**config.mk**
```make
export PLATFORM = sky130hd
export DESIGN_NAME = rpg_reset_gate
export DESIGN_NICKNAME = d
export VERILOG_FILES = /design/src/core/rpg_pkg.sv /design/src/core/rpg_reset_gate.sv /design/src/core/rpg_hs_gate.sv
export SDC_FILE = /design/constraint.sdc
export NUM_CORES = 1
export LEC_CHECK = 0
export BUFFER_PORTS_ARGS = -buffer_cell sky130_fd_sc_hd__buf_2
export CAP_MARGIN = 20
export CELL_PAD_IN_SITES_DETAIL_PLACEMENT = 0
export CELL_PAD_IN_SITES_GLOBAL_PLACEMENT = 1
export CORE_UTILIZATION = 42
export DETAILED_ROUTE_END_ITERATION = 6
export PLACE_DENSITY = 0.81
export SYNTH_ARGS = -nofsm -noshare
export SYNTH_HDL_FRONTEND = slang
export SYNTH_SLANG_ARGS = --single-unit
```
**constraint.sdc**
```tcl
create_clock -name core_clk_i -period 5 [get_ports core_clk_i]
set_input_delay 0.25 -clock core_clk_i [delete_from_list [all_inputs] [get_ports core_clk_i]]
set_output_delay 0.25 -clock core_clk_i [all_outputs]
set_load 0.05 [all_outputs]
```
**src/core/rpg_pkg.sv**
```systemverilog
/*
 * rpg_pkg: shared constants for the reset and high-side pre-driver gating block.
 * Assumes a 9-bit register address space and 16-bit register data on a plain port.
 */
package rpg_pkg;

    // register port geometry
    localparam int unsigned RPG_ADDR_W = 9;
    localparam int unsigned RPG_DATA_W = 16;

    // high-side channel count and boost comparator value width
    localparam int unsigned RPG_NUM_HS = 5;
    localparam int unsigned RPG_DAC_W = 8;

    // register offsets
    localparam logic [8:0] RPG_OFS_CFG = 9'h1c5;
    localparam logic [8:0] RPG_OFS_DRV_STS = 9'h1d2;
    localparam logic [8:0] RPG_OFS_IRQ_STS = 9'h1d3;
    localparam logic [8:0] RPG_OFS_IRQ_MASK = 9'h1d4;

    // driver_protection_config fields
    localparam int unsigned RPG_CFG_SHUTDOWN_EN_BIT = 0;
    localparam int unsigned RPG_CFG_UV_MODE_BIT = 1;
    localparam int unsigned RPG_CFG_DAC_LSB = 8;
    localparam logic [15:0] RPG_CFG_WMASK = 16'hff03;
    localparam logic [15:0] RPG_CFG_RST = 16'h0000;

    // driver_fault_status fields, also the layout of the event status and mask
    localparam int unsigned RPG_STS_BOOST_UV_BIT = 0;
    localparam int unsigned RPG_STS_OVER_TEMP_BIT = 1;
    localparam int unsigned RPG_STS_LOGIC_UV_BIT = 2;
    localparam int unsigned RPG_STS_PREDRV_UV_BIT = 3;
    localparam int unsigned RPG_STS_BANDGAP_BIT = 4;
    localparam int unsigned RPG_NUM_EVT = 5;
    localparam logic [4:0] RPG_EVT_RST = 5'h00;
    localparam logic [4:0] RPG_MASK_RST = 5'h00;

    // unmapped reads
    localparam logic [15:0] RPG_RDATA_IDLE = 16'h0000;

endpackage

```
**src/core/rpg_reset_gate.sv**
```systemverilog
/*
 * rpg_reset_gate: supervisory glue between the analog monitors and the logic core.
 * Forms the core reset, carries the monitor flags, gates the five high-side
 * pre-driver commands and holds the protection config and status registers.
 * Assumes every input is synchronous to core_clk_i and the register master
 * uses single-cycle strobes with read data expected one cycle later.
 */
// Implementation choice: strobed register access.
// Overview of operation
// - bandgap good output is high only while the reference is in range.
// - serial interface reset output stays low while that block is in reset.
// - pin reset signal follows the external active-low reset pin, never latched.
// - core reset is the AND of power-on, serial and pin resets.
// - 5 V undervoltage flag is high below lockout, sent to all five high-side pre-drivers.
// - pre-driver supply undervoltage flag is high below lockout, sent to all pre-drivers.
// - external pre-driver supply select disables the internal regulator.
// - boost comparator output goes to the logic core as one feedback bit.
// - boost monitor comparator takes an 8-bit value.
// - config bit shuts down all high sides on boost undervoltage in UV mode.
// - boost undervoltage flag tracks comparator only in UV mode, readable in status.
// - boost monitor mode bit selects divider ratio, 1/4 or 1/32.
// - over-temperature flag asserts above threshold and shows in status.
// - logic core gives one drive request per high side, five in all.
// - each gate command combines request, both undervoltages and drive enable.
module rpg_reset_gate
    import rpg_pkg::*;
(
    input wire logic core_clk_i, // 20 MHz system clock
    input wire logic rst_i, // async reset, active high
    // register port
    input wire logic [RPG_ADDR_W-1:0] reg_addr_i, // register address
    input wire logic [RPG_DATA_W-1:0] reg_wdata_i, // write data
    input wire logic reg_wr_i, // write strobe
    input wire logic reg_rd_i, // read strobe
    output logic [RPG_DATA_W-1:0] reg_rdata_o, // read data, cycle after strobe
    output logic irq_o, // level interrupt
    // analog monitors and reset sources
    input wire logic bandgap_in_range_i, // reference within expected range
    input wire logic supply_power_on_reset_n_i, // core supply power-on reset
    input wire logic serial_iface_in_reset_i, // serial block held in reset
    input wire logic external_reset_pin_n_i, // external reset pin level
    input wire logic five_volt_below_uvlo_i, // 5 V supply comparator
    input wire logic predrive_below_uvlo_i, // pre-driver supply comparator
    input wire logic predrive_ext_select_i, // external pre-driver supply chosen
    input wire logic boost_cmp_i, // boost comparator, high when below threshold
    input wire logic over_temp_cmp_i, // temperature comparator
    input wire logic drive_enable_i, // drive enable pin level
    // logic core side
    input wire logic [RPG_NUM_HS-1:0] hs_drive_req_i, // high-side drive requests
    output logic bandgap_good_o, // reference good
    output logic serial_iface_reset_n_o, // serial interface reset, low active
    output logic pin_reset_follow_n_o, // copy of the reset pin
    output logic core_reset_n_o, // logic core reset, low active
    output logic logic_supply_undervoltage_o, // 5 V undervoltage flag
    output logic predrive_supply_undervoltage_o, // pre-driver undervoltage flag
    output logic predrive_regulator_disable_o, // internal regulator off
    output logic boost_fbk_o, // boost comparator feedback
    output logic boost_undervoltage_o, // boost undervoltage flag
    output logic over_temp_o, // over-temperature flag
    output logic [RPG_DAC_W-1:0] boost_dac_value_o, // boost comparator value
    output logic boost_div_quarter_o, // 1: divider 1/4, 0: divider 1/32
    output logic [RPG_NUM_HS-1:0] hs_gate_cmd_o // effective high-side commands
);

    typedef struct packed {
        logic pin_follow_n;
        logic core_rst_n;
        logic spi_rst_n;
        logic bg_good;
        logic uv_logic;
        logic uv_predrv;
        logic reg_dis;
        logic boost_fbk;
        logic boost_uv;
        logic over_temp;
        logic drive_en;
        logic boost_kill;
        logic [RPG_NUM_HS-1:0] req;
        logic [RPG_DATA_W-1:0] cfg;
        logic [RPG_NUM_EVT-1:0] flags_prev;
        logic [RPG_NUM_EVT-1:0] evt_sts;
        logic [RPG_NUM_EVT-1:0] evt_mask;
        logic irq;
        logic [RPG_DATA_W-1:0] rdata;
    } rpg_state_s;

    rpg_state_s st_r;
    rpg_state_s st_nxt;

    logic uv_mode;
    logic core_run;
    logic [RPG_NUM_EVT-1:0] flags_now;
    logic [RPG_NUM_EVT-1:0] evt_hit;
    logic [RPG_NUM_EVT-1:0] evt_clr;
    logic [RPG_DATA_W-1:0] drv_sts_word;
    logic wr_cfg;
    logic wr_evt;
    logic wr_mask;

    // mode and run qualifiers shared by several sections
    assign uv_mode = st_r.cfg[RPG_CFG_UV_MODE_BIT];
    assign core_run = st_r.core_rst_n;

    // status image in the driver status layout
    always_comb begin
        flags_now = '0;
        flags_now[RPG_STS_BOOST_UV_BIT] = st_r.boost_uv;
        flags_now[RPG_STS_OVER_TEMP_BIT] = st_r.over_temp;
        flags_now[RPG_STS_LOGIC_UV_BIT] = st_r.uv_logic;
        flags_now[RPG_STS_PREDRV_UV_BIT] = st_r.uv_predrv;
        // inverted so losing the reference is the event
        flags_now[RPG_STS_BANDGAP_BIT] = ~st_r.bg_good;
    end

    always_comb begin
        drv_sts_word = '0;
        drv_sts_word[RPG_STS_BOOST_UV_BIT] = st_r.boost_uv;
        drv_sts_word[RPG_STS_OVER_TEMP_BIT] = st_r.over_temp;
        drv_sts_word[RPG_STS_LOGIC_UV_BIT] = st_r.uv_logic;
        drv_sts_word[RPG_STS_PREDRV_UV_BIT] = st_r.uv_predrv;
        drv_sts_word[RPG_STS_BANDGAP_BIT] = st_r.bg_good;
    end

    // rising edges of the flag image are the interrupt events
    assign evt_hit = flags_now & ~st_r.flags_prev;

    // address decode for writes
    always_comb begin
        wr_cfg = 1'b0;
        wr_evt = 1'b0;
        wr_mask = 1'b0;
        if (reg_wr_i && reg_addr_i == RPG_OFS_CFG) begin
            wr_cfg = 1'b1;
        end else if (reg_wr_i && reg_addr_i == RPG_OFS_IRQ_STS) begin
            wr_evt = 1'b1;
        end else if (reg_wr_i && reg_addr_i == RPG_OFS_IRQ_MASK) begin
            wr_mask = 1'b1;
        end
    end

    assign evt_clr = wr_evt ? reg_wdata_i[RPG_NUM_EVT-1:0] : '0;

    always_comb begin
        st_nxt = st_r;

        // reset formation
        st_nxt.pin_follow_n = external_reset_pin_n_i;
        st_nxt.spi_rst_n = ~serial_iface_in_reset_i;
        st_nxt.core_rst_n = supply_power_on_reset_n_i & ~serial_iface_in_reset_i
            & external_reset_pin_n_i;

        // analog monitor flags
        st_nxt.bg_good = bandgap_in_range_i;
        st_nxt.reg_dis = predrive_ext_select_i;
        st_nxt.boost_fbk = boost_cmp_i;
        st_nxt.drive_en = drive_enable_i;

        // flags are forced clear while the core is held in reset
        if (core_run) begin
            st_nxt.uv_logic = five_volt_below_uvlo_i;
            st_nxt.uv_predrv = predrive_below_uvlo_i;
            st_nxt.over_temp = over_temp_cmp_i;
            // only meaningful in UV monitoring mode, else held low
            st_nxt.boost_uv = boost_cmp_i & uv_mode;
        end else begin
            st_nxt.uv_logic = 1'b0;
            st_nxt.uv_predrv = 1'b0;
            st_nxt.over_temp = 1'b0;
            st_nxt.boost_uv = 1'b0;
        end

        // boost shutdown of every high side
        st_nxt.boost_kill = st_r.cfg[RPG_CFG_SHUTDOWN_EN_BIT] & uv_mode
            & st_r.boost_uv;

        // drive requests, one per high side
        if (core_run) begin
            st_nxt.req = hs_drive_req_i;
        end else begin
            st_nxt.req = '0;
        end

        // configuration register
        if (wr_cfg) begin
            st_nxt.cfg = reg_wdata_i & RPG_CFG_WMASK;
        end

        // sticky events: a new event wins over a clear in the same cycle
        st_nxt.flags_prev = flags_now;
        if (core_run) begin
            st_nxt.evt_sts = (st_r.evt_sts & ~evt_clr) | evt_hit;
        end else begin
            st_nxt.evt_sts = RPG_EVT_RST;
        end
        if (wr_mask) begin
            st_nxt.evt_mask = reg_wdata_i[RPG_NUM_EVT-1:0];
        end
        st_nxt.irq = |(st_nxt.evt_sts & st_nxt.evt_mask);

        // read data stands only in the cycle after the strobe
        st_nxt.rdata = RPG_RDATA_IDLE;
        if (reg_rd_i && reg_addr_i == RPG_OFS_CFG) begin
            st_nxt.rdata = st_r.cfg;
        end else if (reg_rd_i && reg_addr_i == RPG_OFS_DRV_STS) begin
            st_nxt.rdata = drv_sts_word;
        end else if (reg_rd_i && reg_addr_i == RPG_OFS_IRQ_STS) begin
            st_nxt.rdata = {{(RPG_DATA_W-RPG_NUM_EVT){1'b0}}, st_r.evt_sts};
        end else if (reg_rd_i && reg_addr_i == RPG_OFS_IRQ_MASK) begin
            st_nxt.rdata = {{(RPG_DATA_W-RPG_NUM_EVT){1'b0}}, st_r.evt_mask};
        end
    end

    // reset values: core held in reset, reset copies read low (asserted) and flags clear
    always_ff @(posedge core_clk_i or posedge rst_i) begin
        if (rst_i) begin
            st_r.pin_follow_n <= 1'b0;
            st_r.core_rst_n <= 1'b0;
            st_r.spi_rst_n <= 1'b0;
            st_r.bg_good <= 1'b0;
            st_r.uv_logic <= 1'b0;
            st_r.uv_predrv <= 1'b0;
            st_r.reg_dis <= 1'b0;
            st_r.boost_fbk <= 1'b0;
            st_r.boost_uv <= 1'b0;
            st_r.over_temp <= 1'b0;
            st_r.drive_en <= 1'b0;
            st_r.boost_kill <= 1'b0;
            st_r.req <= '0;
            st_r.cfg <= RPG_CFG_RST;
            // all-ones avoids a spurious bandgap event right after reset
            st_r.flags_prev <= '1;
            st_r.evt_sts <= RPG_EVT_RST;
            st_r.evt_mask <= RPG_MASK_RST;
            st_r.irq <= 1'b0;
            st_r.rdata <= RPG_RDATA_IDLE;
        end else begin
            st_r <= st_nxt;
        end
    end

    // high-side gating, one registered stage per channel
    genvar gi;
    generate
        for (gi = 0; gi < RPG_NUM_HS; gi++) begin : g_hs
            rpg_hs_gate #(
                .RST_VAL(1'b0)
            ) u_gate (
                .core_clk_i(core_clk_i),
                .rst_i(rst_i),
                .drive_req_i(st_r.req[gi]),
                .logic_uv_i(st_r.uv_logic),
                .predrv_uv_i(st_r.uv_predrv),
                .drive_en_i(st_r.drive_en),
                .boost_kill_i(st_r.boost_kill),
                .gate_cmd_o(hs_gate_cmd_o[gi])
            );
        end
    endgenerate

    assign reg_rdata_o = st_r.rdata;
    assign irq_o = st_r.irq;
    assign bandgap_good_o = st_r.bg_good;
    assign serial_iface_reset_n_o = st_r.spi_rst_n;
    assign pin_reset_follow_n_o = st_r.pin_follow_n;
    assign core_reset_n_o = st_r.core_rst_n;
    assign logic_supply_undervoltage_o = st_r.uv_logic;
    assign predrive_supply_undervoltage_o = st_r.uv_predrv;
    assign predrive_regulator_disable_o = st_r.reg_dis;
    assign boost_fbk_o = st_r.boost_fbk;
    assign boost_undervoltage_o = st_r.boost_uv;
    assign over_temp_o = st_r.over_temp;
    assign boost_dac_value_o = st_r.cfg[RPG_CFG_DAC_LSB +: RPG_DAC_W];
    assign boost_div_quarter_o = st_r.cfg[RPG_CFG_UV_MODE_BIT];

endmodule

```
**src/core/rpg_hs_gate.sv**
```systemverilog
/*
 * rpg_hs_gate: one high-side pre-driver command stage with a registered output.
 * Assumes all inputs are already registered and synchronous to core_clk_i.
 */
module rpg_hs_gate #(
    parameter logic RST_VAL = 1'b0
) (
    input wire logic core_clk_i, // system clock
    input wire logic rst_i, // async reset, active high
    input wire logic drive_req_i, // request from the logic core
    input wire logic logic_uv_i, // 5 V supply undervoltage
    input wire logic predrv_uv_i, // pre-driver supply undervoltage
    input wire logic drive_en_i, // clock-qualified drive enable
    input wire logic boost_kill_i, // boost undervoltage shutdown
    output logic gate_cmd_o // effective gate command
);

    typedef struct packed {
        logic cmd;
    } rpg_gate_s;

    rpg_gate_s st_r;
    rpg_gate_s st_nxt;

    always_comb begin
        st_nxt = st_r;
        // any undervoltage or a dropped enable forces the gate off
        st_nxt.cmd = drive_req_i & ~logic_uv_i & ~predrv_uv_i & drive_en_i & ~boost_kill_i;
    end

    always_ff @(posedge core_clk_i or posedge rst_i) begin
        if (rst_i) begin
            st_r.cmd <= RST_VAL;
        end else begin
            st_r <= st_nxt;
        end
    end

    assign gate_cmd_o = st_r.cmd;

endmodule

```
; Yosys cells after proc, flatten, opt, wreduce, memory -nomap -nowiden
; Cells that the tools add are included.
[totals]
in_bits = 44
elab_cells = 88
out_inout_bits = 41
register_bits = 64
[classes]
n_eq_ne = 4
n_reduce_logical = 8
muxes = 16
bitwise = 36
[op_table]
columns = operator, n
row1 = "equality test 9 bit, second input constant", 4
row2 = 2-to-1 mux 5 bit, 7
row3 = AND 1 bit, 25
row4 = 2-to-1 mux 16 bit, 1
row5 = AND 5 bit, 3
row6 = NOT 5 bit, 2
row7 = logical AND 1 bit, 7
row8 = 2-to-1 mux 1 bit, 6
row9 = NOT 1 bit, 5
row10 = OR 5 bit, 1
row11 = OR reduction 5 bit, 1
row12 = 2-to-1 mux 2 bit, 2

; Depth between registers and ports, before layout
[logic_depth]
word_depth = 11
depth_mapped = 6
mapped_depth_nobuf = 5

; Cells and area by module
; From an unflattened synthesis, not the netlist that was laid out.
[hier_totals]
hier_cells = 199
area_unflattened_um2 = 2496.1
[by_module_without_submodules]
columns = module, area_per_inst_um2, cells_each, seq_area_each_um2, n_inst
row1 = rpg_reset_gate, 2270.9, 179, 1407.6, 1
row2 = rpg_hs_gate, 45.0, 4, 25.0, 5

; Worst setup path before layout
; No wires, ideal clock.
[synth_timing]
path_kind = input-to-reg
from = in reg_addr_i[3]
to = reg st_r (netlist bit irq_o)
n_path_buf = 1
arrival_ns = 1.334
cell_stages = 6
setup_ns = 0.132
required_ns = 4.868
setup_slack_ns = 3.534
cell_sequence = nand4bb_4 nand4bb_1 buf_2 mux2_4 a22oi_2 nand4_1
[synth_lines]
columns = item, line
row1 = start: declaration, rpg_reset_gate.sv:31  ; input wire logic [RPG_ADDR_W-1:0] reg_addr_i,
row2 = end signal: assignment, rpg_reset_gate.sv:237  ; st_r <= st_nxt;
row3 = end: declaration, rpg_reset_gate.sv:87  ; rpg_state_s st_r;

; Worst setup path after layout
[layout_timing]
from = reg st_r (netlist bit core_reset_n_o)
to = out core_reset_n_o
[layout_lines]
columns = item, line
row1 = end: declaration, rpg_reset_gate.sv:53  ; output logic core_reset_n_o,
; No word-level cell between the ends.

==> run summary <==
Net Sw Power: 233 uW
Final non-filler cell total: 325
Top layer in use: met4
CTS tree: done
Post-Route WL: 4450 um
Drt via density: 4.88
Critical Path RT: 4.75 ns
Clk buf depth: 2
Most frequent cells in the layout: 78 x buf_2, 56 x dfrtp_1, 21 x and2_1, 12 x mux2_2, 11 x clkbuf_8
Routability congestion estimate: 0.767
Die height: 78.9 um
Synthesis Warnings: 0
IO Port Bufs: 78
Synth Register Bits: 61
Cell depth of the worst flop-to-flop path: 4
Met2 wire length: 2120 um
Fin nets: 293
Clock sinks: 61
Reg power frac: 0.503
Reg2reg start: core_reset_n_o$_DFF_PP0_
Full die area: 6230 um2
Post-DRT Antenna Nets: 0
Cell variety after synth: 34
ANT cells: 0
First-pass GRT wire length: 7080 um
Max-cap violations: 0
CP max stage cell: dfrtp_1
CP top delay family: flip-flops
Syn_area_per_cell: 13.2 um2
CP Launch Type: register
Final Skew: 0.00263 ns
Min Tclk post-route: 1.56 ns
Root Buffer: clkbuf_8
Depth of the CTS H-tree: 3
Slew Viols, Final: 0
Place WS: 3.15 ns
Peak VDD IR: 0.177 mV
Met3 wire len: 338 um
Post-CTS sizing: 0
Share of layout cells above drive strength 1: 0.466
Worst-Margin Slew: 0.738 ns
Largest net degree at the start of global routing: 62
Min-Delay Path Class: primary input to register
Initial antenna violation count: 0
Async S/R FF share, synth: 1.00
Iter 0 DRT Violations: 90
Via count: 1585
Vias in the first global route: 1506
Sequential cell area fraction in the yosys report: 0.617
DR DRC count: 0
Met1 WL: 1910 um
Int Power: 781 uW
Io pins: 85
Syn Std Cell Area: 2480 um2
Combinational share of power: 0.072
Max incr delay on CP: 0.63 ns
GR Overflow Total: 0
Initial core utilization: 0.443
Post-DR wirelength/cell: 13.7 um
Slew headroom: 0.508
Worst R2R End: irq_o$_DFF_PP0_
Buf+Inv Stages, Crit Path: 1
Worst reg2reg setup slack: 3.66 ns
Worst-path fanout max: 16
Fmax: 0.642 GHz
Switching Share: 0.230
Crit path depth: 1
Critical path, cell by cell: buf_2
Final setup violation count: 0
Syn Inst Count: 188
Final worst slack: 3.44 ns
Setup bufs post-CTS: 0
Worst EP arrival: 1.31 ns
Post-synth EDFFs: 0
Die W: 78.9 um
Floorplan core area: 5610 um2
PD cells: 343 nW/um2
# hold bufs at CTS: 0
Commonest non-fill, non-tap cell in the layout: buf_2
GR Util All Layers: 0.156
Number of iterations in the first detailed-routing pass: 5
Critical Path End Type: primary output
Final Hold Viols: 0
Filler cells: 525
Critical path destination: core_reset_n_o
Clk pwr share: 0.425
Status: finished, final reports clean
Rows: 27
Placed cells: 310
CTS buffer count: 9
Unrepaired setup endpoints after global routing: false
Crit path kind: register to primary output
CTS clk-pin slew, worst paths: 0.06 ns
Ys flop type: dfrtp_1
P_leak: 0.00163 uW
P&R area growth vs syn: 18.8%
Fin crit share: 0.312
Dpl hpwl: 3120 um
Critical Path Start: core_reset_n_o$_DFF_PP0_
Worst skew pair latency: 0.33 ns
Setup_tns: 0 ns
==> metal layers <==
layer,up-vias,global-route usage
met1,761,0.190
met5,-,0
met2,73,0.240
met3,11,0.0471
met4,0,0.100
li1,740,-
==> cell usage after synthesis (2+ instances only) <==
cell	instances	area (um2)
dfrtp_1	56	1400
and3_1	5	31.3
a32o_1	2	20.0
buf_4	29	218
and4b_1	2	20.0
and2_1	21	131
nor2_1	4	15.0
inv_1	5	18.8
nor2b_1	8	50.1
mux2_4	2	30.0
o21ai_0	4	20.0
mux2_2	12	135
a21oi_1	6	30.0
nand2_1	4	15.0
a222oi_1	4	40.0
dfstp_2	5	131
and4_1	2	17.5
==> power groups by stage <==
stage	sequential [uW]	combinational (uW)	clock [uW]
after detailed placement	519	74.1	0
after global placement	519	73.3	0
final	510	72.8	431
after global routing	511	79.4	465
after floorplan	529	38.9	0
after CTS	510	74.3	447
==> logic make-up (layout without fill, tap and decap cells) <==
group,Yosys count,in the layout,synth area share
AO/OA/AOI/OAI,20,20,0.0584
buffers and inverters,36,99,0.0987
AND/OR/NAND/NOR,55,55,0.153
other,1,3,0.00151
flip-flops,61,61,0.617
multiplexers,15,15,0.0710
==> registers in the layout, indices dropped and copies added, names as in the netlist, 5 cells and up <==
signal and flops:
reg_rdata_o 13, boost_dac_value_o 8, st_r 23, g_hs.u_gate.gate_cmd_o 5
==> stage by stage <==
step	hold WS (ns)	power (uW)	cell area (um2)	util
floorplan	0.281	568	2490	-
global placement	0.359	592	2750	0.491
detailed placement	0.359	593	2750	0.491
CTS	0.0117	1030	2950	0.526
global route	0.0109	1060	2950	0.526
finish	0.0274	1010	2950	0.526
==> worst min path at each step <==
stage / from / to / slack (ns) / cells past startpoint
after detailed placement: bandgap_in_range_i / bandgap_good_o$_DFF_PP0_ / 0.36 / 1
after CTS: predrive_ext_select_i / predrive_regulator_disable_o$_DFF_PP0_ / 0.01 / 1
after global placement: predrive_ext_select_i / predrive_regulator_disable_o$_DFF_PP0_ / 0.36 / 1
after global routing: predrive_ext_select_i / predrive_regulator_disable_o$_DFF_PP0_ / 0.01 / 1
final: bandgap_in_range_i / bandgap_good_o$_DFF_PP0_ / 0.03 / 1
after floorplan: bandgap_in_range_i / bandgap_good_o$_DFF_PP0_ / 0.28 / 0
==> final cells by class <==
type / count / area, um2 / area share
inverters: 5 / 18.8 / 0.00636
clock inverters: 4 / 47.5 / 0.0161
repair buffers: 79 / 398 / 0.135
clock buffers: 11 / 151 / 0.0513
well taps: 72 / 90.1 / 0.0305
flip-flops and latches: 61 / 1530 / 0.519
multi-input cells: 93 / 713 / 0.242
Power figures use the tool's default switching activity.
